### src/rtl/fsg_pkg.sv
// constants and types for the flash security-region host controller
package fsg_pkg;
  localparam int ADDR_W      = 22;
  localparam int DATA_W      = 16;
  // command cycle addresses/data (word mode)
  localparam logic [21:0] UNLOCK_A1 = 22'h000555;
  localparam logic [21:0] UNLOCK_A2 = 22'h0002aa;
  localparam logic [15:0] UNLOCK_D1 = 16'h00aa;
  localparam logic [15:0] UNLOCK_D2 = 16'h0055;
  localparam logic [15:0] SEC_ENTER_D = 16'h0088;
  localparam logic [15:0] SEC_EXIT_D  = 16'h0090;
  localparam logic [15:0] SEC_EXIT_D2 = 16'h0000;
  localparam logic [15:0] PROG_D      = 16'h00a0;
  localparam logic [15:0] PROT_D      = 16'h0060;
  // security region geometry
  localparam logic [21:0] SEC_WORDS   = 22'h000080;
  localparam logic [21:0] SEC_BASE_B  = 22'h000000;
  localparam logic [21:0] SEC_BASE_T  = 22'h1fff80;
  localparam logic [21:0] SERIAL_WORDS = 22'h000008;
  // bus timing
  localparam int T_PULSE_NS  = 40;
  localparam int T_GAP_NS    = 20;
  localparam int CLK_NS      = 5;
  localparam int PULSE_CYC   = (T_PULSE_NS + CLK_NS - 1) / CLK_NS;
  localparam int GAP_CYC     = (T_GAP_NS + CLK_NS - 1) / CLK_NS;
  localparam logic [3:0] PULSE_CNT = 4'(PULSE_CYC);
  localparam logic [3:0] GAP_CNT   = 4'(GAP_CYC);
  localparam logic [3:0] CNT_ZERO  = 4'h0;
  localparam logic [3:0] CNT_ONE   = 4'h1;

  typedef enum logic [1:0] {
    FSG_OP_READ  = 2'h0,
    FSG_OP_WRITE = 2'h1,
    FSG_OP_PROG  = 2'h2,
    FSG_OP_LOCK  = 2'h3
  } fsg_op_e;
endpackage : fsg_pkg

### src/rtl/fsg_bus_cycle.sv
// single read or write cycle on the flash parallel bus
`timescale 1ns/100ps
module fsg_bus_cycle (
  input  wire logic                       i_sys_clk,
  input  wire logic                       i_rst_b,
  input  wire logic                       i_start,
  input  wire logic                       i_write,
  input  wire logic [fsg_pkg::ADDR_W-1:0] i_addr,
  input  wire logic [fsg_pkg::DATA_W-1:0] i_wdata,
  input  wire logic [fsg_pkg::DATA_W-1:0] i_dq_in,
  output logic                            o_done,
  output logic [fsg_pkg::DATA_W-1:0]      o_rdata,
  output logic                            o_chip_sel_b,
  output logic                            o_out_en_b,
  output logic                            o_wr_strobe_b,
  output logic [fsg_pkg::ADDR_W-1:0]      o_addr,
  output logic [fsg_pkg::DATA_W-1:0]      o_dq_out,
  output logic                            o_dq_oe
);
  typedef enum logic [1:0] {
    FSG_BC_IDLE  = 2'b00,
    FSG_BC_PULSE = 2'b01,
    FSG_BC_GAP   = 2'b11
  } fsg_bc_e;

  fsg_bc_e                     state, next_state;
  logic [3:0]                  cnt, next_cnt;
  logic                        wr, next_wr;
  logic [fsg_pkg::ADDR_W-1:0]  addr, next_addr;
  logic [fsg_pkg::DATA_W-1:0]  wdata, next_wdata;
  logic [fsg_pkg::DATA_W-1:0]  rdata, next_rdata;
  logic                        done, next_done;

  always_comb begin
    next_state = state;
    next_cnt   = cnt;
    next_wr    = wr;
    next_addr  = addr;
    next_wdata = wdata;
    next_rdata = rdata;
    next_done  = 1'b0;
    case (state)
      FSG_BC_IDLE: begin
        if (i_start) begin
          next_state = FSG_BC_PULSE;
          next_cnt   = fsg_pkg::PULSE_CNT;
          next_wr    = i_write;
          next_addr  = i_addr;
          next_wdata = i_wdata;
        end
      end
      FSG_BC_PULSE: begin
        next_cnt = cnt - fsg_pkg::CNT_ONE;
        if (cnt == fsg_pkg::CNT_ONE) begin
          next_state = FSG_BC_GAP;
          next_cnt   = fsg_pkg::GAP_CNT;
          if (!wr) next_rdata = i_dq_in;
        end
      end
      FSG_BC_GAP: begin
        next_cnt = cnt - fsg_pkg::CNT_ONE;
        if (cnt == fsg_pkg::CNT_ONE) begin
          next_state = FSG_BC_IDLE;
          next_done  = 1'b1;
        end
      end
      default: next_state = FSG_BC_IDLE;
    endcase
  end

  always_ff @(posedge i_sys_clk or negedge i_rst_b) begin
    if (!i_rst_b) begin
      state <= FSG_BC_IDLE;
      cnt   <= fsg_pkg::CNT_ZERO;
      wr    <= 1'b0;
      addr  <= '0;
      wdata <= '0;
      rdata <= '0;
      done  <= 1'b0;
    end else begin
      state <= next_state;
      cnt   <= next_cnt;
      wr    <= next_wr;
      addr  <= next_addr;
      wdata <= next_wdata;
      rdata <= next_rdata;
      done  <= next_done;
    end
  end

  // strobes from the state and wr registers only; pulse lasts far beyond the 5 ns glitch floor
  assign o_chip_sel_b  = (state != FSG_BC_PULSE);
  // strobe high through reset, so no write is held while the part powers up
  assign o_wr_strobe_b = !((state == FSG_BC_PULSE) && wr);
  assign o_out_en_b    = !((state == FSG_BC_PULSE) && !wr);
  assign o_dq_oe       = (state != FSG_BC_IDLE) && wr;
  assign o_dq_out      = wdata;
  assign o_addr        = addr;
  assign o_rdata       = rdata;
  assign o_done        = done;

  a_write_excl: assert property (@(posedge i_sys_clk) disable iff (!i_rst_b)
    !o_wr_strobe_b |-> (!o_chip_sel_b && o_out_en_b))
    else $error("write strobe without chip select or with output enable");
  a_idle_quiet: assert property (@(posedge i_sys_clk) disable iff (!i_rst_b)
    state == FSG_BC_IDLE |-> (o_chip_sel_b && o_wr_strobe_b && o_out_en_b))
    else $error("control pins active while idle");
  a_pulse_width: assert property (@(posedge i_sys_clk) disable iff (!i_rst_b)
    $fell(o_chip_sel_b) |-> !o_chip_sel_b [*8])
    else $error("bus pulse shorter than eight cycles");
endmodule : fsg_bus_cycle

### src/rtl/fsg_host.sv
// host controller for the flash security region and guarded writes
// Overview of operation
// - region programming uses normal program sequence, never bypass or boost.
// - lock is entry sequence then in-system protect, reset pin high allowed.
// - after locking, host issues exit sequence before touching normal array.
// - host keeps write strobe inactive whenever no write is intended.
// - write only with chip select and write strobe low, output enable high.
`timescale 1ns/100ps
module fsg_host #(
  parameter logic TOP_BOOT = 1'b0
) (
  input  wire logic                       i_sys_clk,
  input  wire logic                       i_rst_b,
  input  wire logic                       i_req,
  input  wire logic [1:0]                 i_op,
  input  wire logic [fsg_pkg::ADDR_W-1:0] i_addr,
  input  wire logic [fsg_pkg::DATA_W-1:0] i_wdata,
  input  wire logic                       i_supply_ok,
  input  wire logic                       i_factory_locked,
  input  wire logic [fsg_pkg::DATA_W-1:0] i_dq_in,
  output logic                            o_ready,
  output logic                            o_done,
  output logic                            o_refused,
  output logic [fsg_pkg::DATA_W-1:0]      o_rdata,
  output logic                            o_region_locked,
  output logic                            o_flash_reset_b,
  output logic                            o_boot_guard_accel_pin,
  output logic                            o_chip_sel_b,
  output logic                            o_out_en_b,
  output logic                            o_wr_strobe_b,
  output logic [fsg_pkg::ADDR_W-1:0]      o_addr,
  output logic [fsg_pkg::DATA_W-1:0]      o_dq_out,
  output logic                            o_dq_oe
);
  // ops: READ reads region word, WRITE unused (refused), PROG programs region, LOCK protects it
  typedef enum logic [2:0] {
    FSG_IDLE  = 3'b000,
    FSG_ENTER = 3'b001,
    FSG_BODY  = 3'b011,
    FSG_EXIT  = 3'b010,
    FSG_DONE  = 3'b110
  } fsg_st_e;

  function automatic logic [fsg_pkg::ADDR_W-1:0] region_addr(
    input logic [fsg_pkg::ADDR_W-1:0] off);
    logic [fsg_pkg::ADDR_W-1:0] base;
    base = TOP_BOOT ? fsg_pkg::SEC_BASE_T : fsg_pkg::SEC_BASE_B;
    return base + (off & (fsg_pkg::SEC_WORDS - 22'h000001));
  endfunction : region_addr

  fsg_st_e                     state, next_state;
  logic [2:0]                  step, next_step;
  fsg_pkg::fsg_op_e            op, next_op;
  logic [fsg_pkg::ADDR_W-1:0]  addr, next_addr;
  logic [fsg_pkg::DATA_W-1:0]  wdata, next_wdata;
  logic [fsg_pkg::DATA_W-1:0]  rdata, next_rdata;
  logic                        locked, next_locked;
  logic                        refused, next_refused;
  logic                        done, next_done;
  logic                        bc_start;
  logic                        bc_write;
  logic [fsg_pkg::ADDR_W-1:0]  bc_addr;
  logic [fsg_pkg::DATA_W-1:0]  bc_wdata;
  logic                        bc_done;
  logic [fsg_pkg::DATA_W-1:0]  bc_rdata;
  logic                        issued, next_issued;

  // command cycle tables per phase; drives write/addr/data, last step comes from the next block
  always_comb begin
    bc_write = 1'b1;
    bc_addr  = fsg_pkg::UNLOCK_A1;
    bc_wdata = fsg_pkg::UNLOCK_D1;
    case (state)
      FSG_ENTER, FSG_EXIT: begin
        case (step)
          3'h0: bc_wdata = fsg_pkg::UNLOCK_D1;
          3'h1: begin
            bc_addr  = fsg_pkg::UNLOCK_A2;
            bc_wdata = fsg_pkg::UNLOCK_D2;
          end
          3'h2: bc_wdata = (state == FSG_ENTER) ? fsg_pkg::SEC_ENTER_D
                                                : fsg_pkg::SEC_EXIT_D;
          default: begin
            bc_addr  = '0;
            bc_wdata = fsg_pkg::SEC_EXIT_D2;
          end
        endcase
      end
      FSG_BODY: begin
        case (op)
          fsg_pkg::FSG_OP_READ: begin
            bc_write = 1'b0;
            bc_addr  = addr;
          end
          fsg_pkg::FSG_OP_PROG: begin // normal four-cycle program
            case (step)
              3'h0: bc_wdata = fsg_pkg::UNLOCK_D1;
              3'h1: begin
                bc_addr  = fsg_pkg::UNLOCK_A2;
                bc_wdata = fsg_pkg::UNLOCK_D2;
              end
              3'h2: bc_wdata = fsg_pkg::PROG_D;
              default: begin
                bc_addr  = addr;
                bc_wdata = wdata;
              end
            endcase
          end
          default: begin // in-system protect write to region, reset pin high
            bc_addr  = region_addr('0);
            bc_wdata = fsg_pkg::PROT_D;
          end
        endcase
      end
      default: ;
    endcase
  end

  logic [2:0] last_step;
  always_comb begin
    last_step = 3'h0;
    if (state == FSG_EXIT) last_step = 3'h3;
    else if (state == FSG_ENTER) last_step = 3'h2;
    else if (state == FSG_BODY && op == fsg_pkg::FSG_OP_PROG) last_step = 3'h3;
  end

  assign bc_start = (state inside {FSG_ENTER, FSG_BODY, FSG_EXIT}) && !issued
                    && i_supply_ok;

  always_comb begin
    next_state   = state;
    next_step    = step;
    next_op      = op;
    next_addr    = addr;
    next_wdata   = wdata;
    next_rdata   = rdata;
    next_locked  = locked;
    next_refused = 1'b0;
    next_done    = 1'b0;
    next_issued  = issued;
    if (bc_start) next_issued = 1'b1;
    case (state)
      FSG_IDLE: begin
        if (i_req) begin
          next_op    = fsg_pkg::fsg_op_e'(i_op);
          next_addr  = region_addr(i_addr);
          next_wdata = i_wdata;
          next_step  = 3'h0;
          if (i_op == 2'(fsg_pkg::FSG_OP_WRITE) ||
              (i_op != 2'(fsg_pkg::FSG_OP_READ) && (locked || i_factory_locked))) begin
            next_refused = 1'b1;
            next_done    = 1'b1;
          end else begin
            next_state = FSG_ENTER;
          end
        end
      end
      FSG_ENTER, FSG_BODY, FSG_EXIT: begin
        if (bc_done) begin
          next_issued = 1'b0;
          if (state == FSG_BODY && op == fsg_pkg::FSG_OP_READ) next_rdata = bc_rdata;
          if (step == last_step) begin
            next_step = 3'h0;
            if (state == FSG_ENTER) next_state = FSG_BODY;
            else if (state == FSG_BODY) begin
              next_state = FSG_EXIT;
              if (op == fsg_pkg::FSG_OP_LOCK) next_locked = 1'b1;
            end else next_state = FSG_DONE;
          end else begin
            next_step = step + 3'h1;
          end
        end
      end
      FSG_DONE: begin
        next_state = FSG_IDLE;
        next_done  = 1'b1;
      end
      default: next_state = FSG_IDLE;
    endcase
  end

  always_ff @(posedge i_sys_clk or negedge i_rst_b) begin
    if (!i_rst_b) begin
      state   <= FSG_IDLE;
      step    <= 3'h0;
      op      <= fsg_pkg::FSG_OP_READ;
      addr    <= '0;
      wdata   <= '0;
      rdata   <= '0;
      locked  <= 1'b0;
      refused <= 1'b0;
      done    <= 1'b0;
      issued  <= 1'b0;
    end else begin
      state   <= next_state;
      step    <= next_step;
      op      <= next_op;
      addr    <= next_addr;
      wdata   <= next_wdata;
      rdata   <= next_rdata;
      locked  <= next_locked;
      refused <= next_refused;
      done    <= next_done;
      issued  <= next_issued;
    end
  end

  fsg_bus_cycle u_bus (
    .i_sys_clk     (i_sys_clk),
    .i_rst_b       (i_rst_b),
    .i_start       (bc_start),
    .i_write       (bc_write),
    .i_addr        (bc_addr),
    .i_wdata       (bc_wdata),
    .i_dq_in       (i_dq_in),
    .o_done        (bc_done),
    .o_rdata       (bc_rdata),
    .o_chip_sel_b  (o_chip_sel_b),
    .o_out_en_b    (o_out_en_b),
    .o_wr_strobe_b (o_wr_strobe_b),
    .o_addr        (o_addr),
    .o_dq_out      (o_dq_out),
    .o_dq_oe       (o_dq_oe)
  );

  assign o_ready                = (state == FSG_IDLE);
  assign o_done                 = done;
  assign o_refused              = refused;
  assign o_rdata                = rdata;
  assign o_region_locked        = locked | i_factory_locked;
  assign o_flash_reset_b        = 1'b1; // protect at normal high level
  assign o_boot_guard_accel_pin = 1'b1; // no boost voltage requested

  a_refuse_locked: assert property (@(posedge i_sys_clk) disable iff (!i_rst_b)
    (o_ready && i_req && i_op == 2'(fsg_pkg::FSG_OP_PROG) && o_region_locked)
    |=> (o_refused && o_done))
    else $error("program to locked region not refused");
  a_enter_first: assert property (@(posedge i_sys_clk) disable iff (!i_rst_b)
    (state == FSG_IDLE) ##1 (state == FSG_ENTER) |-> step == 3'h0)
    else $error("entry sequence not started at first cycle");
  a_exit_after: assert property (@(posedge i_sys_clk) disable iff (!i_rst_b)
    $past(state) == FSG_BODY && state != FSG_BODY |-> state == FSG_EXIT)
    else $error("region body not followed by exit sequence");
  a_lock_sticky: assert property (@(posedge i_sys_clk) disable iff (!i_rst_b)
    $past(locked) |-> locked)
    else $error("lock state cleared");
  a_lowv_quiet: assert property (@(posedge i_sys_clk) disable iff (!i_rst_b)
    !i_supply_ok && o_chip_sel_b |=> o_chip_sel_b)
    else $error("bus cycle started below lockout level");
  a_no_boost: assert property (@(posedge i_sys_clk) disable iff (!i_rst_b)
    o_flash_reset_b && o_boot_guard_accel_pin)
    else $error("reset or boost pin driven low");
  a_done_pulse: assert property (@(posedge i_sys_clk) disable iff (!i_rst_b)
    o_done |=> !o_done)
    else $error("done longer than one cycle");

  c_read: cover property (@(posedge i_sys_clk) disable iff (!i_rst_b)
    o_done && op == fsg_pkg::FSG_OP_READ && !o_refused);
  c_prog: cover property (@(posedge i_sys_clk) disable iff (!i_rst_b)
    o_done && op == fsg_pkg::FSG_OP_PROG && !o_refused);
  c_lock: cover property (@(posedge i_sys_clk) disable iff (!i_rst_b) $rose(locked));
  c_refuse: cover property (@(posedge i_sys_clk) disable iff (!i_rst_b) o_refused);
endmodule : fsg_host

### config.mk
export PLATFORM = sky130hd
export DESIGN_NAME = fsg_host
export DESIGN_NICKNAME = d
export VERILOG_FILES = /design/src/rtl/fsg_pkg.sv /design/src/rtl/fsg_bus_cycle.sv /design/src/rtl/fsg_host.sv
export SDC_FILE = /design/constraint.sdc
export NUM_CORES = 1
export LEC_CHECK = 0
export BUFFER_PORTS_ARGS = -buffer_cell sky130_fd_sc_hd__buf_2
export CAP_MARGIN = 15
export CORE_UTILIZATION = 50
export CTS_CLUSTER_DIAMETER = 200
export DETAILED_ROUTE_END_ITERATION = 7
export HOLD_SLACK_MARGIN = 0.05
export PLACE_DENSITY = 0.74
export SLEW_MARGIN = 15
export SYNTH_ARGS = -nofsm -noshare
export SYNTH_HDL_FRONTEND = slang
export SYNTH_SLANG_ARGS = --single-unit
### constraint.sdc
create_clock -name i_sys_clk -period 2.1 [get_ports i_sys_clk]
set_input_delay 0.315 -clock i_sys_clk [delete_from_list [all_inputs] [get_ports i_sys_clk]]
set_output_delay 0.315 -clock i_sys_clk [all_outputs]
set_load 0.02 [all_outputs]
**Yosys cells after proc, flatten, opt, wreduce, memory -nomap -nowiden**

Cells that the tools add are included.

- Add/sub/neg operators: 2
- Equal/unequal tests: 21
- Multiplexer cells: 41
- Bitwise gates (word level): 3
- Reductions and logical operators: 35

Operator list:

| operator | number |
|---|---|
| one-hot mux 11 bit (2 select lines) | 4 |
| one-hot mux 16 bit (2 select lines) | 2 |
| one-hot mux 16 bit (3 select lines) | 1 |
| two-way mux 3 bit | 9 |
| one-hot mux 8 bit (3 select lines) | 1 |
| two-way mux 2 bit | 6 |
| one-hot mux 3 bit (2 select lines) | 2 |
| one-hot mux 4 bit (3 select lines) | 1 |
| AND reduction 3 bit | 4 |
| two-way mux 1 bit | 10 |
| equality test 3 x 2 -> 1 bit, second input constant | 3 |
| logical AND 1 bit | 8 |
| two-way mux 4 bit | 2 |
| != test 2 x 1 -> 1 bit, second input constant | 4 |
| != test 2 bit, second input constant | 4 |
| equality test 2 bit, second input constant | 3 |
| equality test 3 x 1 -> 1 bit, second input constant | 2 |
| zero test 3 bit | 2 |
| one-hot mux 2 bit (3 select lines) | 1 |
| AND reduction 2 bit | 3 |
| AND reduction 6 bit | 1 |
| nonzero test 2 bit | 3 |
| nonzero test 3 bit | 2 |
| two-way mux 5 bit | 1 |
| 15 further kinds | 23 |

- Register bits: 113
- Input bits: 61
- Logic and storage cells: 119

**Logic depth before layout (Yosys ltp)**

- Depth after elaboration: 9
- Gate-level depth with buffers: 8

**Hierarchy**

Synthesis repeated with hierarchy kept, for this count alone.

- Cells, all modules: 392
- Area total of the unflattened synthesis: 5109.9 um2

By module, submodules not included:

| module | instances | cells each | area an instance (um2) | seq. area each (um2) |
|---|---|---|---|---|
| fsg_host | 1 | 234 | 2606.2 | 1276.2 |
| fsg_bus_cycle | 1 | 158 | 2503.7 | 1551.5 |

**Worst setup path after synthesis**

Ideal clock, no wire load.

- Kind: register to register
- Start: reg state[0]
- End: reg wdata[10] (netlist bit)
- Setup time: 0.125 ns
- Arrival: 1.877 ns
- Slack: 0.098 ns
- Cell stages (with the launch flop): 7
- Buffers on the path: 3
- Cells stage by stage: dfrtp_1 buf_4 nor3_1 and2_1 buf_4 buf_4 mux2_2

- Word-level cells in the longest chain between the ends: 2

RTL lines:

| item | line | source |
|---|---|---|
| from (decl) | fsg_host.sv:51 | `fsg_st_e state, next_state;` |
| from (signal assigned) | fsg_host.sv:195 | `state <= next_state;` |
| zero test 3 bit | -- |  |
| named net o_ready | fsg_host.sv:21 | `output logic o_ready,` |
| AND reduction 2 bit (no source line) | -- |  |
| to (signal assigned) | fsg_host.sv:199 | `wdata <= next_wdata;` |
| to (decl) | fsg_host.sv:55 | `logic [fsg_pkg::DATA_W-1:0] wdata, next_wdata;` |

The timed path passes the listed nets, and every way through them passes these cells.
A chain may end at the register's enable or synchronous reset.

**Final worst setup path**

- Start: reg step[1]
- End: reg u_bus.wdata (netlist bit u_bus.o_dq_out[7])

- Word-level cells in the longest chain between the ends: 4

RTL lines:

| item | line | source |
|---|---|---|
| from (decl) | fsg_host.sv:52 | `logic [2:0] step, next_step;` |
| from (signal assigned) | fsg_host.sv:196 | `step <= next_step;` |
| equality test 3 x 2 -> 1 bit, or another cell as far along | fsg_host.sv:75, fsg_host.sv:96 |  |
| one-hot mux 16 bit (3 select lines) | fsg_host.sv:96 | `case (step)` |
| one-hot mux 16 bit (2 select lines) | fsg_host.sv:90 | `case (op)` |
| one-hot mux 16 bit (2 select lines) * | fsg_host.sv:73 | `case (state)` |
| to (signal assigned) | fsg_bus_cycle.sv:85 | `wdata <= next_wdata;` |
| to (decl) | fsg_bus_cycle.sv:30 | `logic [fsg_pkg::DATA_W-1:0] wdata, next_wdata;` |

Every way passes the cells marked *; elsewhere a longest branch is shown, timed or not.

==> metrics.md <==
| Metric | Value |
|---|---|
| Post-Layout Cell Count | `approximately 600` |
| Antenna violations before repair | `0` |
| H-Tree Level Count | `3` |
| Critical path's slowest cell | `dfrtp_1` |
| Placed insts | `between 500 and 600` |
| Slew Viols, Final | `0` |
| Met2 usage | `between 30 and 40%` |
| Hold_buf cts | `1` |
| Pin count of the biggest net entering global routing | `51` |
| Slowest Stage Delay on Critical Path | `approximately 0.42 ns` |
| Max FO, Critical Path | `5` |
| Hold Path Class | `in -> reg` |
| P_leak | `about 2.7 nW` |
| WP data required | `between 2 and 2.5 ns` |
| Area contributors post-synth | `dfrtp_1 (54%), mux2_2 (11%), mux2_4 (3.2%)` |
| Worst vdd ir | `approximately 0.70 mV` |
| CP startpoint kind | `register` |
| Register area share after synthesis | `a little over half` |
| PwrDens | `1070 mW/mm2` |
| Critical path endpoint category | `register` |
| Layout area overhead | `16.5%` |
| Die W | `roughly 99 um` |
| DR WL/cell | `between 15 and 20 um` |
| I/O Buffers | `96` |
| Design Area, Final | `0.00544 mm2` |
| Synth unique cells | `57` |
| Flops & latches, synth | `100` |
| Top-count cell post-synth | `dfrtp_1` |
| Mapped Cells | `between 300 and 400` |
| Post-synth top cells | `dfrtp_1 (100), mux2_2 (45), nand2_1 (35), a21oi_1 (21)` |
| Grt peak-use layer | `met2` |
| Yosys top cell by area | `dfrtp_1` |
| CTS tree | `built` |
| Number of buffers created by CTS | `9` |
| Layout cells sized above 1 | `41.1%` |
| Status | `complete, no violations` |
| GRT Util Overall | `just over 20%` |
| Final setup fails | `0` |
| Vias in the first global route | `approximately 3300` |
| Std cell rows | `34` |
| Synth top area share | `around 54%` |
| HPWL Detailed | `a little under 7 mm` |
| Setup TNS | `0 ns` |
| CP bufs+invs | `1` |
| CTS clk-pin slew, worst paths | `approximately 0.090 ns` |
| CP delay by family, top | `simple AND/OR/NAND/NOR gates` |
| Worst slew pin tran | `slightly above 0.5 ns` |
| Synth Flop Type | `dfrtp_1` |
| Final worst path period share | `90.6%` |
| Hold WS | `approximately 0.18 ns` |
| Core area | `~0.0089 mm2` |
| PostCTS Resize Cnt | `0` |
| Worst EP arrival | `around 2.2 ns` |
| Post-DP Area | `approximately 0.0053 mm2` |
| Max Clock Freq | `around 530 MHz` |
| Max-slew headroom | `about two thirds` |
| Clk_lat worst skew | `0.35 ns` |
| Post-DR vias/cell | `between 5 and 6` |
| Crit-path cells | `inv_1, ha_1, nor3_1, nor2_1, nand2_1, a31o_2, a21oi_1` |
| Worst Clk Skew | `0.00725 ns` |
| Crit path kind | `reg -> reg` |
| WL final | `roughly 9.3 mm` |
| Yosys warns | `0` |
| Met1 usage in global routing | `a little over a quarter` |
| Post-Syn Area | `approximately 0.0047 mm2` |
| Clock Root Buffer | `clkbuf_8` |
| Net count reported at finish | `558` |
| GRT overflow | `0` |
| Worst Slack Setup Final | `a little under 0.2 ns` |
| Die ar. | `0.00973 mm2` |
| Chip height | `98.6 um` |
| Initial Util | `between 50% and 60%` |
| First-pass GRT wire length | `15.7 mm` |
| Post-synthesis async set-or-reset flop share | `100%` |
| Fin crit period | `about 1.9 ns` |
| Pre-CTS setup slack | `approximately 0.23 ns` |
| Vias | `3250` |
| Endpoints failing hold | `0` |
| Routability congestion estimate | `0.847` |
| Post-route ant nets | `0` |
| Met3 track demand over resource | `4.33%` |
| Post-CTS setup buffer count | `0` |
| Syn Area/Cell | `around 12 um2` |
| Drt pass-1 iters | `4` |
| # clock sinks | `100` |
| DRC Markers | `0` |
| I/O pins | `roughly 130` |
| Maxcap violations | `0` |
| EDFF count, synth | `0` |
| RSZ-0062 raised after global routing | `no` |
| CTS max path bufs | `2` |
| DRT iter0 DRCs | `around 160` |
| # diodes | `0` |
## logic make-up (layout without fill, tap and decap cells)
group           Yosys count  count (layout)  synth area share (%)
fa+ha+maj                 6               6                  1.61
flops                   100             100                  53.6
compound gates           87              87                  13.3
mux                      56              56                  14.3
xor+xnor                  1               1                 0.188
buf+inv                  43             140                  6.06
other cells               2              13                 0.161
simple gates             91              91                  10.8
## cells in the final DEF, fill, tap and decap left out, types with 2 or more instances in the layout
cell type	n
buf_12	2
o41ai_1	2
dfrtp_1	100
clkinvlp_4	3
conb_1	13
nand2_1	35
nor2_2	2
and2_1	2
a21oi_1	21
nor2_1	17
nor2b_1	2
buf_2	95
a22o_1	8
o22a_1	8
nand2b_1	9
a21boi_0	2
o21ai_0	19
a31oi_1	5
nand3_1	3
nor3_1	3
buf_4	18
nand4b_1	2
o21a_1	5
a31o_2	2
nand3b_1	2
mux2_4	10
mux2_2	45
clkbuf_8	9
nand2b_4	3
ha_1	6
inv_1	10
o31ai_1	3
## path summary, 6_finish.rpt
kind | start | end | slack [ns] | cells past startpoint
worst max-delay path | step[1]$_DFFE_PN0P_ | u_bus.o_dq_out[7]$_DFFE_PN0P_ | 0.20 | 7
worst min-delay path | i_dq_in[14] | u_bus.o_rdata[14]$_DFFE_PN0P_ | 0.18 | 2
worst max register to register | step[1]$_DFFE_PN0P_ | u_bus.o_dq_out[7]$_DFFE_PN0P_ | 0.20 | 7
worst min register to register | u_bus.o_addr[0]$_DFFE_PN0P_ | u_bus.o_addr[0]$_DFFE_PN0P_ | 0.49 | 1
max in group asynchronous | i_rst_b | wdata[2]$_DFFE_PN0P_ | 1.06 | 3
min in group asynchronous | i_rst_b | wdata[8]$_DFFE_PN0P_ | 0.43 | 2
## cell type report
type / instances / area [um2]
clock buffer: 10 / 128
clock inverter: 4 / 52.6
fill: 720 / 3450
inverter: 10 / 37.5
multi-input combinational: 254 / 1930
sequential: 100 / 2500
tap: 108 / 135
timing repair buffer: 116 / 661
## per-layer routing
metal  vias to the layer above  wire length [um]
met3                        16               409
met5                         -                 0
li1                       1537                 -
met2                        90              4490
met4                         0               154
met1                      1607              4200
## flip-flops by register name, summed over array words and instances, names as in the netlist
register and count:
addr 7, issued 1, locked 1, o_done 1
o_rdata 16, o_refused 1, op 2, state 3
step 3, u_bus.cnt 4, u_bus.o_addr 9, u_bus.o_done 1
u_bus.o_dq_out 16, u_bus.o_rdata 16, u_bus.state 2, u_bus.wr 1
wdata 16
## per-stage QoR
stage	total power [W]	util, %
2_1_floorplan	0.00413	-
3_3_place_gp	0.00460	59.1
3_5_place_dp	0.00472	59.1
4_1_cts	0.00589	61.2
5_1_grt	0.00621	61.2
6_report	0.00583	61.2
## power by group
part | switching, W | total [W] | internal, W
Sequential | 0.000314 | 0.00270 | 0.00239
Combinational | 0.00106 | 0.00196 | 0.000903
Clock | 0.000626 | 0.00116 | 0.000538
(Power assumes the default switching activity.)
